File: config.mk
export PLATFORM = sky130hd
export DESIGN_NAME = olsr_regs
export DESIGN_NICKNAME = d
export VERILOG_FILES = /design/src/verilog/olsr_pkg.sv /design/src/verilog/olsr_regs.sv
export SDC_FILE = /design/constraint.sdc
export NUM_CORES = 1
export LEC_CHECK = 0
export BUFFER_PORTS_ARGS = -buffer_cell sky130_fd_sc_hd__buf_4
export CAP_MARGIN = 20
export CORE_MARGIN = 5
export CORE_UTILIZATION = 49
export CTS_CLUSTER_DIAMETER = 60
export DETAILED_ROUTE_END_ITERATION = 10
export PLACE_DENSITY = 0.77
export RECOVER_POWER = 100
export SETUP_SLACK_MARGIN = 0.15
export SLEW_MARGIN = 20
export SYNTH_ARGS = -nofsm -noshare
export SYNTH_HDL_FRONTEND = slang
export SYNTH_SLANG_ARGS = --single-unit
export TNS_END_PERCENT = 50
File: constraint.sdc
create_clock -name clk -period 1.78 [get_ports clk]
set_input_delay 0.178 -clock clk [delete_from_list [all_inputs] [get_ports clk]]
set_output_delay 0.178 -clock clk [all_outputs]
set_load 0.01 [all_outputs]
File: src/verilog/olsr_pkg.sv
`default_nettype none
package olsr_pkg;
  // register offsets
  localparam logic [7:0] OLSR_OFF_SHADOW = 8'h4f;
  localparam logic [7:0] OLSR_OFF_LST1 = 8'h50;
  localparam logic [7:0] OLSR_OFF_LST2 = 8'h51;
  localparam logic [7:0] OLSR_OFF_LVEND0 = 8'h52;
  localparam logic [7:0] OLSR_OFF_LVEND1 = 8'h53;
  localparam logic [7:0] OLSR_OFF_LVEND2 = 8'h54;
  localparam logic [7:0] OLSR_OFF_LMODEL0 = 8'h55;
  localparam logic [7:0] OLSR_OFF_LMODEL1 = 8'h56;
  localparam logic [7:0] OLSR_OFF_LMODEL2 = 8'h57;
  localparam logic [7:0] OLSR_OFF_PST1 = 8'h58;
  localparam logic [7:0] OLSR_OFF_PST2 = 8'h59;
  localparam logic [7:0] OLSR_OFF_PVEND0 = 8'h5a;
  localparam logic [7:0] OLSR_OFF_PVEND1 = 8'h5b;
  localparam logic [7:0] OLSR_OFF_PVEND2 = 8'h5c;
  localparam logic [7:0] OLSR_OFF_PMODEL0 = 8'h5d;
  localparam logic [7:0] OLSR_OFF_PMODEL1 = 8'h5e;
  localparam logic [7:0] OLSR_OFF_PMODEL2 = 8'h5f;
  // first status byte fields
  localparam int OLSR_B_ROLE = 6;
  localparam int OLSR_B_LOOP = 5;
  localparam int OLSR_B_LOSSEL = 4;
  localparam int OLSR_B_DIAG = 3;
  localparam int OLSR_B_TPDOWN = 2;
  localparam int OLSR_B_OPTABS = 1;
  localparam int OLSR_B_PWRDN = 0;
  // second status byte fields
  localparam int OLSR_B_MULTI = 3;
  localparam int OLSR_B_AUTONEG = 2;
  localparam int OLSR_B_DUPLEX = 1;
  localparam int OLSR_B_SPEED = 0;
  // strap and status pin indices in the synchroniser vector
  localparam int OLSR_P_ROLE = 0;
  localparam int OLSR_P_LOSSEL = 1;
  localparam int OLSR_P_DIAG = 2;
  localparam int OLSR_P_PWRDN_N = 3;
  localparam int OLSR_P_AUTONEG = 4;
  localparam int OLSR_NPINS = 5;
  // reset values
  localparam logic [7:0] OLSR_LST1_RST = 8'h06;
  localparam logic [7:0] OLSR_LST2_RST = 8'h00;
  localparam logic [7:0] OLSR_PST1_CENTER = 8'h47;
  localparam logic [7:0] OLSR_PST1_TERM = 8'h07;
  localparam logic [7:0] OLSR_BYTE_RST = 8'h00;
  localparam logic [23:0] OLSR_WORD_RST = 24'h000000;
  // writable masks of the two status bytes per role
  localparam logic [7:0] OLSR_LST1_WMASK_CENTER = 8'h1c;
  localparam logic [7:0] OLSR_LST2_WMASK_CENTER = 8'h08;
  localparam logic [7:0] OLSR_LST2_WMASK_TERM = 8'h0c;
  // edges after reset release before straps are trusted
  localparam logic [2:0] OLSR_INIT_LAST = 3'h4;
endpackage : olsr_pkg
`default_nettype wire

File: src/verilog/olsr_regs.sv
// Notes on behaviour
// - bit 6 of status one is read-only role: 1 terminal, 0 center.
// - bit 5 of status one reads 1 in any loopback state, else 0.
// - bit 4 of status one picks fault indication (1) or frame (0).
// - terminal side: bit 4 follows the selection pin level.
// - bit 3 diag fail; resets to pin; terminal tracks pin, center writes.
// - bit 2 twisted pair down, reset 1; terminal hardware, center writes.
// - bit 1 reads 1 without optical signal, reset 1.
// - bit 0 power down, reset to inverse of active-low pin.
// - bit 3 of status two: writable multiple interface flag, reset 0.
// - bit 2 of status two: autoneg strap on terminal; center kept 0.
// - terminal bit 1 full duplex, 0 if half or link down; center 0.
// - terminal bit 0 100Mbps, 0 if 10Mbps or link down; center 0.
// - upper four bits of status two read zero.
// - writable 24-bit local vendor field at 0x52..0x54, reset zero.
// - writable 24-bit local model field at 0x55..0x57, reset zero.
// - partner status one read-only; resets 0x47 center, 0x07 terminal.
// - partner status two read-only, reset zero.
// - partner vendor and model bytes 0x5a..0x5f read-only, reset zero.
// - shadow register mirrors partner status one while optics up.
// - extended mode maps model bytes onto remote command bytes.
`default_nettype none
module olsr_regs
  import olsr_pkg::*;
(
  // clock and reset
  input wire logic clk,
  input wire logic nrst,
  // register access port
  input wire logic [7:0] reg_addr,
  input wire logic reg_wr,
  input wire logic reg_rd,
  input wire logic [7:0] reg_wdata,
  output logic [7:0] reg_rdata,
  output logic reg_rvalid,
  // strap and status pins, asynchronous
  input wire logic media_converter_role,
  input wire logic los_select_pin,
  input wire logic diag_fail_pin,
  input wire logic powerdown_pin_n,
  input wire logic autoneg_strap_pin,
  // local link state from core logic
  input wire logic center_loop_state_a,
  input wire logic center_loop_state_b,
  input wire logic terminal_loop_state,
  input wire logic tp_link_down,
  input wire logic tp_full_duplex,
  input wire logic tp_speed_100,
  input wire logic optical_signal_detect,
  input wire logic optical_link_up,
  // remote command bytes and mode
  input wire logic extended_mode,
  input wire logic [7:0] remote_cmd_byte0,
  input wire logic [7:0] remote_cmd_byte1,
  input wire logic [7:0] remote_cmd_byte2,
  // received maintenance frame fields
  input wire logic frame_valid,
  input wire logic [7:0] frame_status_one,
  input wire logic [7:0] frame_status_two,
  input wire logic [23:0] frame_vendor,
  input wire logic [23:0] frame_model,
  // local fields towards the frame builder
  output logic [7:0] local_status_one,
  output logic [7:0] local_status_two,
  output logic [23:0] local_vendor_bits,
  output logic [23:0] local_model_bits,
  output logic los_notify_select,
  output logic init_done
);
  import olsr_pkg::*;

  typedef struct packed {
    logic [2:0] init_cnt;
    logic init_done;
    logic role_term;
    logic [OLSR_NPINS-1:0] sy1;
    logic [OLSR_NPINS-1:0] sy2;
    logic [OLSR_NPINS-1:0] sy3;
    logic [OLSR_NPINS-1:0] pins;
    logic [7:0] lst1;
    logic [7:0] lst2;
    logic [23:0] lvend;
    logic [23:0] lmodel;
    logic [7:0] pst1;
    logic [7:0] pst2;
    logic [23:0] pvend;
    logic [23:0] pmodel;
    logic [7:0] shadow;
    logic [7:0] rdata;
    logic rvalid;
  } olsr_state_t;

  olsr_state_t state_ff;
  olsr_state_t nxt_state;
  logic [OLSR_NPINS-1:0] pin_bus;
  logic [7:0] wmask1;
  logic [7:0] wmask2;
  logic [7:0] rd_mux;

  assign pin_bus = {autoneg_strap_pin, powerdown_pin_n, diag_fail_pin,
                    los_select_pin, media_converter_role};

  always_comb begin
    nxt_state = state_ff;
    nxt_state.rvalid = 1'b0;
    // first stage feeds only the second
    nxt_state.sy1 = pin_bus;
    nxt_state.sy2 = state_ff.sy1;
    nxt_state.sy3 = state_ff.sy2;
    // a pin change counts once stages two and three agree
    nxt_state.pins = (state_ff.sy2 & state_ff.sy3) |
                     (state_ff.pins & (state_ff.sy2 ^ state_ff.sy3));
    wmask1 = state_ff.role_term ? OLSR_BYTE_RST : OLSR_LST1_WMASK_CENTER;
    wmask2 = state_ff.role_term ? OLSR_LST2_WMASK_TERM
                                : OLSR_LST2_WMASK_CENTER;

    if (!state_ff.init_done) begin
      // straps are caught once the filter has settled after release
      nxt_state.init_cnt = state_ff.init_cnt + 3'h1;
      if (state_ff.init_cnt == OLSR_INIT_LAST) begin
        nxt_state.init_done = 1'b1;
        nxt_state.role_term = state_ff.pins[OLSR_P_ROLE];
        // role bit shows with init_done, so no cycle reads center by mistake
        nxt_state.lst1[OLSR_B_ROLE] = state_ff.pins[OLSR_P_ROLE];
        nxt_state.lst1[OLSR_B_DIAG] = state_ff.pins[OLSR_P_DIAG];
        nxt_state.lst1[OLSR_B_PWRDN] =
          ~state_ff.pins[OLSR_P_PWRDN_N];
        nxt_state.lst2[OLSR_B_AUTONEG] = state_ff.pins[OLSR_P_ROLE] &
          state_ff.pins[OLSR_P_AUTONEG];
        nxt_state.pst1 = state_ff.pins[OLSR_P_ROLE] ? OLSR_PST1_TERM
                                                    : OLSR_PST1_CENTER;
        nxt_state.shadow = nxt_state.pst1;
      end
    end else begin
      // software writes; read-only bits are masked off
      if (reg_wr) begin
        unique case (reg_addr)
          OLSR_OFF_LST1: nxt_state.lst1 =
            (state_ff.lst1 & ~wmask1) | (reg_wdata & wmask1);
          OLSR_OFF_LST2: nxt_state.lst2 =
            (state_ff.lst2 & ~wmask2) | (reg_wdata & wmask2);
          OLSR_OFF_LVEND0: nxt_state.lvend[7:0] = reg_wdata;
          OLSR_OFF_LVEND1: nxt_state.lvend[15:8] = reg_wdata;
          OLSR_OFF_LVEND2: nxt_state.lvend[23:16] = reg_wdata;
          OLSR_OFF_LMODEL0: nxt_state.lmodel[7:0] = reg_wdata;
          OLSR_OFF_LMODEL1: nxt_state.lmodel[15:8] = reg_wdata;
          OLSR_OFF_LMODEL2: nxt_state.lmodel[23:16] = reg_wdata;
          default: ;
        endcase
      end
      // hardware owned bits override any write in the same cycle
      nxt_state.lst1[7] = 1'b0;
      nxt_state.lst1[OLSR_B_ROLE] = state_ff.role_term;
      nxt_state.lst1[OLSR_B_LOOP] = center_loop_state_a |
        center_loop_state_b | terminal_loop_state;
      nxt_state.lst1[OLSR_B_OPTABS] = ~optical_signal_detect;
      nxt_state.lst1[OLSR_B_PWRDN] =
        ~state_ff.pins[OLSR_P_PWRDN_N];
      if (state_ff.role_term) begin
        nxt_state.lst1[OLSR_B_LOSSEL] =
          state_ff.pins[OLSR_P_LOSSEL];
        nxt_state.lst1[OLSR_B_DIAG] = state_ff.pins[OLSR_P_DIAG];
        nxt_state.lst1[OLSR_B_TPDOWN] = tp_link_down;
        nxt_state.lst2[OLSR_B_DUPLEX] =
          tp_full_duplex & ~tp_link_down;
        nxt_state.lst2[OLSR_B_SPEED] =
          tp_speed_100 & ~tp_link_down;
      end else begin
        nxt_state.lst2[OLSR_B_AUTONEG] = 1'b0;
        nxt_state.lst2[OLSR_B_DUPLEX] = 1'b0;
        nxt_state.lst2[OLSR_B_SPEED] = 1'b0;
      end
      nxt_state.lst2[7:4] = 4'h0;
      if (frame_valid) begin
        nxt_state.pst1 = frame_status_one;
        nxt_state.pst2 = frame_status_two;
        nxt_state.pvend = frame_vendor;
        nxt_state.pmodel = frame_model;
      end
      if (optical_link_up) begin
        nxt_state.shadow = nxt_state.pst1;
      end
    end

    // read data sampled in the request cycle, answered next edge
    case (reg_addr)
      OLSR_OFF_SHADOW: rd_mux = state_ff.shadow;
      OLSR_OFF_LST1: rd_mux = state_ff.lst1;
      OLSR_OFF_LST2: rd_mux = state_ff.lst2;
      OLSR_OFF_LVEND0: rd_mux = state_ff.lvend[7:0];
      OLSR_OFF_LVEND1: rd_mux = state_ff.lvend[15:8];
      OLSR_OFF_LVEND2: rd_mux = state_ff.lvend[23:16];
      OLSR_OFF_LMODEL0: rd_mux = extended_mode ? remote_cmd_byte0
                                               : state_ff.lmodel[7:0];
      OLSR_OFF_LMODEL1: rd_mux = extended_mode ? remote_cmd_byte1
                                               : state_ff.lmodel[15:8];
      OLSR_OFF_LMODEL2: rd_mux = extended_mode ? remote_cmd_byte2
                                               : state_ff.lmodel[23:16];
      OLSR_OFF_PST1: rd_mux = state_ff.pst1;
      OLSR_OFF_PST2: rd_mux = state_ff.pst2;
      OLSR_OFF_PVEND0: rd_mux = state_ff.pvend[7:0];
      OLSR_OFF_PVEND1: rd_mux = state_ff.pvend[15:8];
      OLSR_OFF_PVEND2: rd_mux = state_ff.pvend[23:16];
      OLSR_OFF_PMODEL0: rd_mux = state_ff.pmodel[7:0];
      OLSR_OFF_PMODEL1: rd_mux = state_ff.pmodel[15:8];
      OLSR_OFF_PMODEL2: rd_mux = state_ff.pmodel[23:16];
      default: rd_mux = OLSR_BYTE_RST;
    endcase
    if (reg_rd) begin
      nxt_state.rdata = rd_mux;
      nxt_state.rvalid = 1'b1;
    end
  end

  always_ff @(posedge clk or negedge nrst) begin
    if (!nrst) begin
      state_ff.init_cnt <= 3'h0;
      state_ff.init_done <= 1'b0;
      state_ff.role_term <= 1'b0;
      state_ff.sy1 <= '0;
      state_ff.sy2 <= '0;
      state_ff.sy3 <= '0;
      state_ff.pins <= '0;
      state_ff.lst1 <= OLSR_LST1_RST;
      state_ff.lst2 <= OLSR_LST2_RST;
      state_ff.lvend <= OLSR_WORD_RST;
      state_ff.lmodel <= OLSR_WORD_RST;
      state_ff.pst1 <= OLSR_PST1_TERM;
      state_ff.pst2 <= OLSR_BYTE_RST;
      state_ff.pvend <= OLSR_WORD_RST;
      state_ff.pmodel <= OLSR_WORD_RST;
      state_ff.shadow <= OLSR_PST1_TERM;
      state_ff.rdata <= OLSR_BYTE_RST;
      state_ff.rvalid <= 1'b0;
    end else begin
      state_ff <= nxt_state;
    end
  end

  assign reg_rdata = state_ff.rdata;
  assign reg_rvalid = state_ff.rvalid;
  assign local_status_one = state_ff.lst1;
  assign local_status_two = state_ff.lst2;
  assign local_vendor_bits = state_ff.lvend;
  assign local_model_bits = state_ff.lmodel;
  assign los_notify_select = state_ff.lst1[OLSR_B_LOSSEL];
  assign init_done = state_ff.init_done;
endmodule : olsr_regs
`default_nettype wire

**Word-level counts from Yosys, hierarchy flattened**

Cells that the tools add are included.

- Bits in registers: 165
- Bits in latches: 0
- Bits in writable memories: 0
- ROM bits: 0
- Bits of input ports: 123
- Output and inout port bits: 75
- Logic and storage cells: 123
- Memories: 0

- Add/sub/neg operators: 1
- Multipliers: 0
- Div/mod/pow operators: 0
- Magnitude comparators: 0
- Equal/unequal tests: 23
- Shift-type cells: 0
- Multiplexer cells: 35
- Bitwise gates (word level): 21
- Reductions and logical operators: 16

Operators with widths:

| cell | count |
|---|---|
| $eq A8 B7 Y1 const B | 17 |
| $pmux W8 S17 | 1 |
| $mux W8 | 14 |
| $mux W64 | 1 |
| $mux W61 | 1 |
| $reduce_and A3 Y1 | 10 |
| $and A5 B5 Y5 | 4 |
| $mux W1 | 10 |
| $mux W5 | 2 |
| $or A5 B5 Y5 | 2 |
| $and A4 B8 Y8 | 1 |
| $and A8 B4 Y8 | 1 |
| $not A4 Y8 | 1 |
| $or A8 B8 Y8 | 1 |
| $mux W7 | 1 |
| $mux W2 | 3 |
| $mux W3 | 2 |
| $ne A3 B2 Y1 const B | 2 |
| $ne A3 B3 Y1 const B | 2 |
| $reduce_and A2 Y1 | 3 |
| $reduce_bool A2 Y1 | 3 |
| $not A5 Y5 | 1 |
| $xor A5 B5 Y5 | 1 |
| $not A1 Y1 | 4 |
| 5 further kinds | 8 |

**Longest topological paths before layout**

- Word-level depth: 8
- Gate-level depth with buffers: 8
- Depth with buffers taken out: 7

**Least setup slack after synthesis**

OpenSTA, ideal clock, no wires.

- Path kind: register to register
- Start: register state_ff[167] in the netlist's numbering
- End: register state_ff (netlist bit local_status_one[3])
- Setup time: 0.125 ns
- Arrival: 1.554 ns
- Data required time: 1.655 ns
- Slack: 0.101 ns
- Cell stages (with the launch flop): 7
- Buffers on the path: 0
- Period minus slack after synthesis: 1.679 ns
- Path through: dfrtp_1 inv_1 ha_1 a21oi_1 inv_2 o21ai_0 mux2_2

- Word-level cells in the longest chain between the ends: 3

Ends and longest elaborated chain:

| what | RTL line | text |
|---|---|---|
| start, declared | olsr_regs.sv:93 | `olsr_state_t state_ff;` |
| start signal, assigned | olsr_regs.sv:236 | `state_ff <= nxt_state;` |
| $eq A3 B3 Y1 | olsr_regs.sv:120 | `if (state_ff.init_cnt == OLSR_INIT_LAST) begin` |
| $reduce_bool A2 Y1 (no line) | n/a |  |
| $reduce_and A3 Y1 (no line) | n/a |  |

Every way passes these cells.
A chain may end at the register's enable or synchronous reset.

**Final worst setup path**

- Start: register, netlist name init_done
- End: register state_ff[66] in the netlist's numbering

- Word-level cells in the longest chain between the ends: 1

Ends and longest elaborated chain:

| what |
|---|
| $reduce_and A2 Y1 (no line) |

Every way passes these cells.

==> impl_metrics.csv <==
group,metric,value,unit
routing,num_vias,6557,
place,place_area,10060,µm²
routing,avgViaCountPerCell,5.571,
setup_path,crit_path_start_kind,"register",
hold_path,min_from,"frame_status_one[5]",
finish,nets,1069,
grt,grt_pass1_wl,39.81,mm
timing,finalHoldViolations,0,
grt,track_usage,26.22,%
setup_path,path_delay_family,"flip-flops",
clocking,cts_buffers,17,
routing,drt-total-wl,26.00,mm
power,power_density,872.8,nW/µm²
hold_path,hp-class,"in -> reg",
finish,n_antenna_cell,0,
die,core,17120,µm²
timing,tightest_slew,0.6197,ns
setup_path,reg2reg_from,"init_done",
setup_path,cp.required,2.10,ns
die,die_height,141.3,µm
clocking,ctsRootBufferMaster,"clkbuf_16",
power,leakagePower,5.058,nW
yosys,ys_top_cells_by_area,"dfrtp_1 (46%), mux2_2 (16%), buf_4 (6.8%), mux2i_1 (5.2%), dfstp_2 (2.5%)",
setup_path,arrival,1.97,ns
yosys,postSynthAreaPerCell,12.04,µm²
power,power,9.656,mW
grt,grt_max_degree,46,
die,die-width,141.3,µm
grt,grt_overflow,0,
die,pin_count,198,
power,ir_drop,0.0006965,V
finish,post_route_cells_drive_above_1_share,37.39,%
finish,final_area,11060,µm²
yosys,synth_top_cells_by_count,"dfrtp_1 (157), mux2_2 (122), buf_4 (77), mux2i_1 (44), nand2_1 (36)",
yosys,synth_area,8451,µm²
setup_path,slowest_delay,0.46,ns
timing,max_clock_freq,605.2,MHz
place,gp_congestion,0.9463,
timing,rsz0062_at_grt,"true",
timing,fin_skew,0.009508,ns
flow_run,drv_cap,0,
routing,remaining_drc_errors,0,
clocking,clock_sinks,165,
routing,first_iter_violations,481,
yosys,synth_seq_area_share,48.98,%
clocking,clk_latency,0.43,ns
yosys,synth_warnings,0,
timing,hold_ws,0.01535,ns
timing,maxSlewViolCount,0,
routing,wl_per_cell,22.09,µm
clocking,cts_tree,"done",
yosys,synth_edf_count,0,
setup_path,timing_worst_setup_path_type,"reg -> reg",
yosys,synth_most_common_cell,"dfrtp_1",
finish,post_layout_nonfiller_instances,1177,
routing,antenna_left,0,
place,portBuffers,192,
clocking,clockBufferDepth,2,
finish,area_delta_synth_final,30.91,%
setup_path,crit_start,"init_done",
timing,finalSetupViolCount,0,
die,rows,48,
yosys,ys_types,73,
grt,antenna_found_initial,0,
setup_path,crit_chain,"nand2_1, clkbuf_2, mux2_2",
timing,max-slew-margin-rel,58.68,%
routing,first_pass_iters,5,
timing,finalSetupTns,0,ns
clocking,h-tree-depth,4,
grt,grt_pass1_vias,6813,
yosys,ys_seq_elements,165,
place,hpwl,18.70,mm
timing,finalCriticalPeriod,1.652,ns
yosys,synth_top_area_share,46.49,%
setup_path,end_kind,"register",
yosys,syn_inst,702,
clocking,path_clk_slew,0.07,ns
timing,fin_crit_sh,92.82,%
run_status,status,"completed",
setup_path,worstPathMaxFanout,13,
place,place_inst,1075,
setup_path,crit_slowest_cell,"dfrtp_2",
die,initial_core_util,49.37,%
setup_path,cp_num_buf_inv,1,
clocking,post_cts_buffers,0,
yosys,synth_area_leader_cell,"dfrtp_1",
die,die-area,19970,µm²
yosys,ys.flop_type,"dfrtp_1",
yosys,synthArstFlopShare,100.0,%
[power by group]
group | internal (mW) | switching [mW]
clock | 2.44 | 1.64
combinational | 0.710 | 0.626
sequential | 4.03 | 0.213
[logic make-up after synthesis]
group                      count (synthesis)  share of synthesized area, %
DFF                                      165                         48.98
muxes                                    171                         22.53
and+or+nand+nor                          125                         8.365
AOI/OAI and AO/OA                        115                         9.639
buffers and inverters                    116                         9.194
adders and majority gates                  7                         1.036
xor gates and xnor gates                   2                        0.2073
other                                      1                       0.04438
[cells in the final DEF, fill, tap and decap left out, types with 5 or more instances in the layout]
cell / n
dfrtp_1: 156
mux2_1: 5
o21ai_0: 15
mux2i_1: 43
nand2b_1: 5
nor2b_1: 8
a22oi_1: 9
o22ai_1: 9
ha_1: 7
clkbuf_2: 6
clkbuf_16: 17
inv_1: 5
a21o_1: 5
a21oi_1: 16
conb_1: 5
nand2_1: 36
a31oi_1: 12
buf_12: 8
nand4_1: 6
buf_4: 156
dlygate4sd3_1: 70
inv_6: 6
nor2_1: 22
mux2_2: 119
clkbuf_1: 74
clkbuf_4: 8
nand3_1: 13
dfstp_2: 6
[area by class of cell]
| type | count | area [µm²] |
|---|---|---|
| fill | 1383 | 6053 |
| sequential | 165 | 4140 |
| multi-input combinational | 425 | 3553 |
| timing repair buffer | 323 | 2411 |
| clock buffer | 18 | 439.2 |
| tap | 225 | 281.5 |
| clock inverter | 14 | 211.5 |
| inverter | 7 | 26.28 |
[sequential cells by signal (all words and copies together), names as in the netlist]
register           flops
nxt_state             10
local_status_one       7
reg_rvalid             1
reg_rdata              8
init_done              1
local_vendor_bits     24
state_ff              86
local_model_bits      24
local_status_two       4
[metal layers]
layer	wire (µm)	global-route usage, %	vias to the layer above
li1	-	-	2986
met3	2205	7.415	47
met1	10700	34.26	3223
met5	0	0	-
met4	649	7.955	0
met2	12440	42.69	301
[final timing paths]
check	cells past startpoint	slack, ns	endpoint
hold / removal	2	0.02	state_ff[78]
setup / recovery	3	0.13	state_ff[66]
setup reg to reg	3	0.13	state_ff[66]
hold reg to reg	0	0.34	nxt_state[152]
min in group asynchronous	2	0.24	local_status_one[5]
max in group asynchronous	3	0.52	state_ff[29]
[through the flow]
stage	setup WS (ns)	utilization, %
floorplan	0.2427	-
global placement	-0.04319	58.75
detailed placement	-0.05564	58.75
CTS	0.1307	66.65
global route	0.05090	64.63
finish	0.1278	64.63
[repair_timing]
item	in CTS	in global routing
hold buffers	70	0
endpoints found under the hold margin	104	0
pin swaps	0	1
resized for setup	2	4
endpoints found under the setup margin	6	10
(Power assumes the default switching activity.)
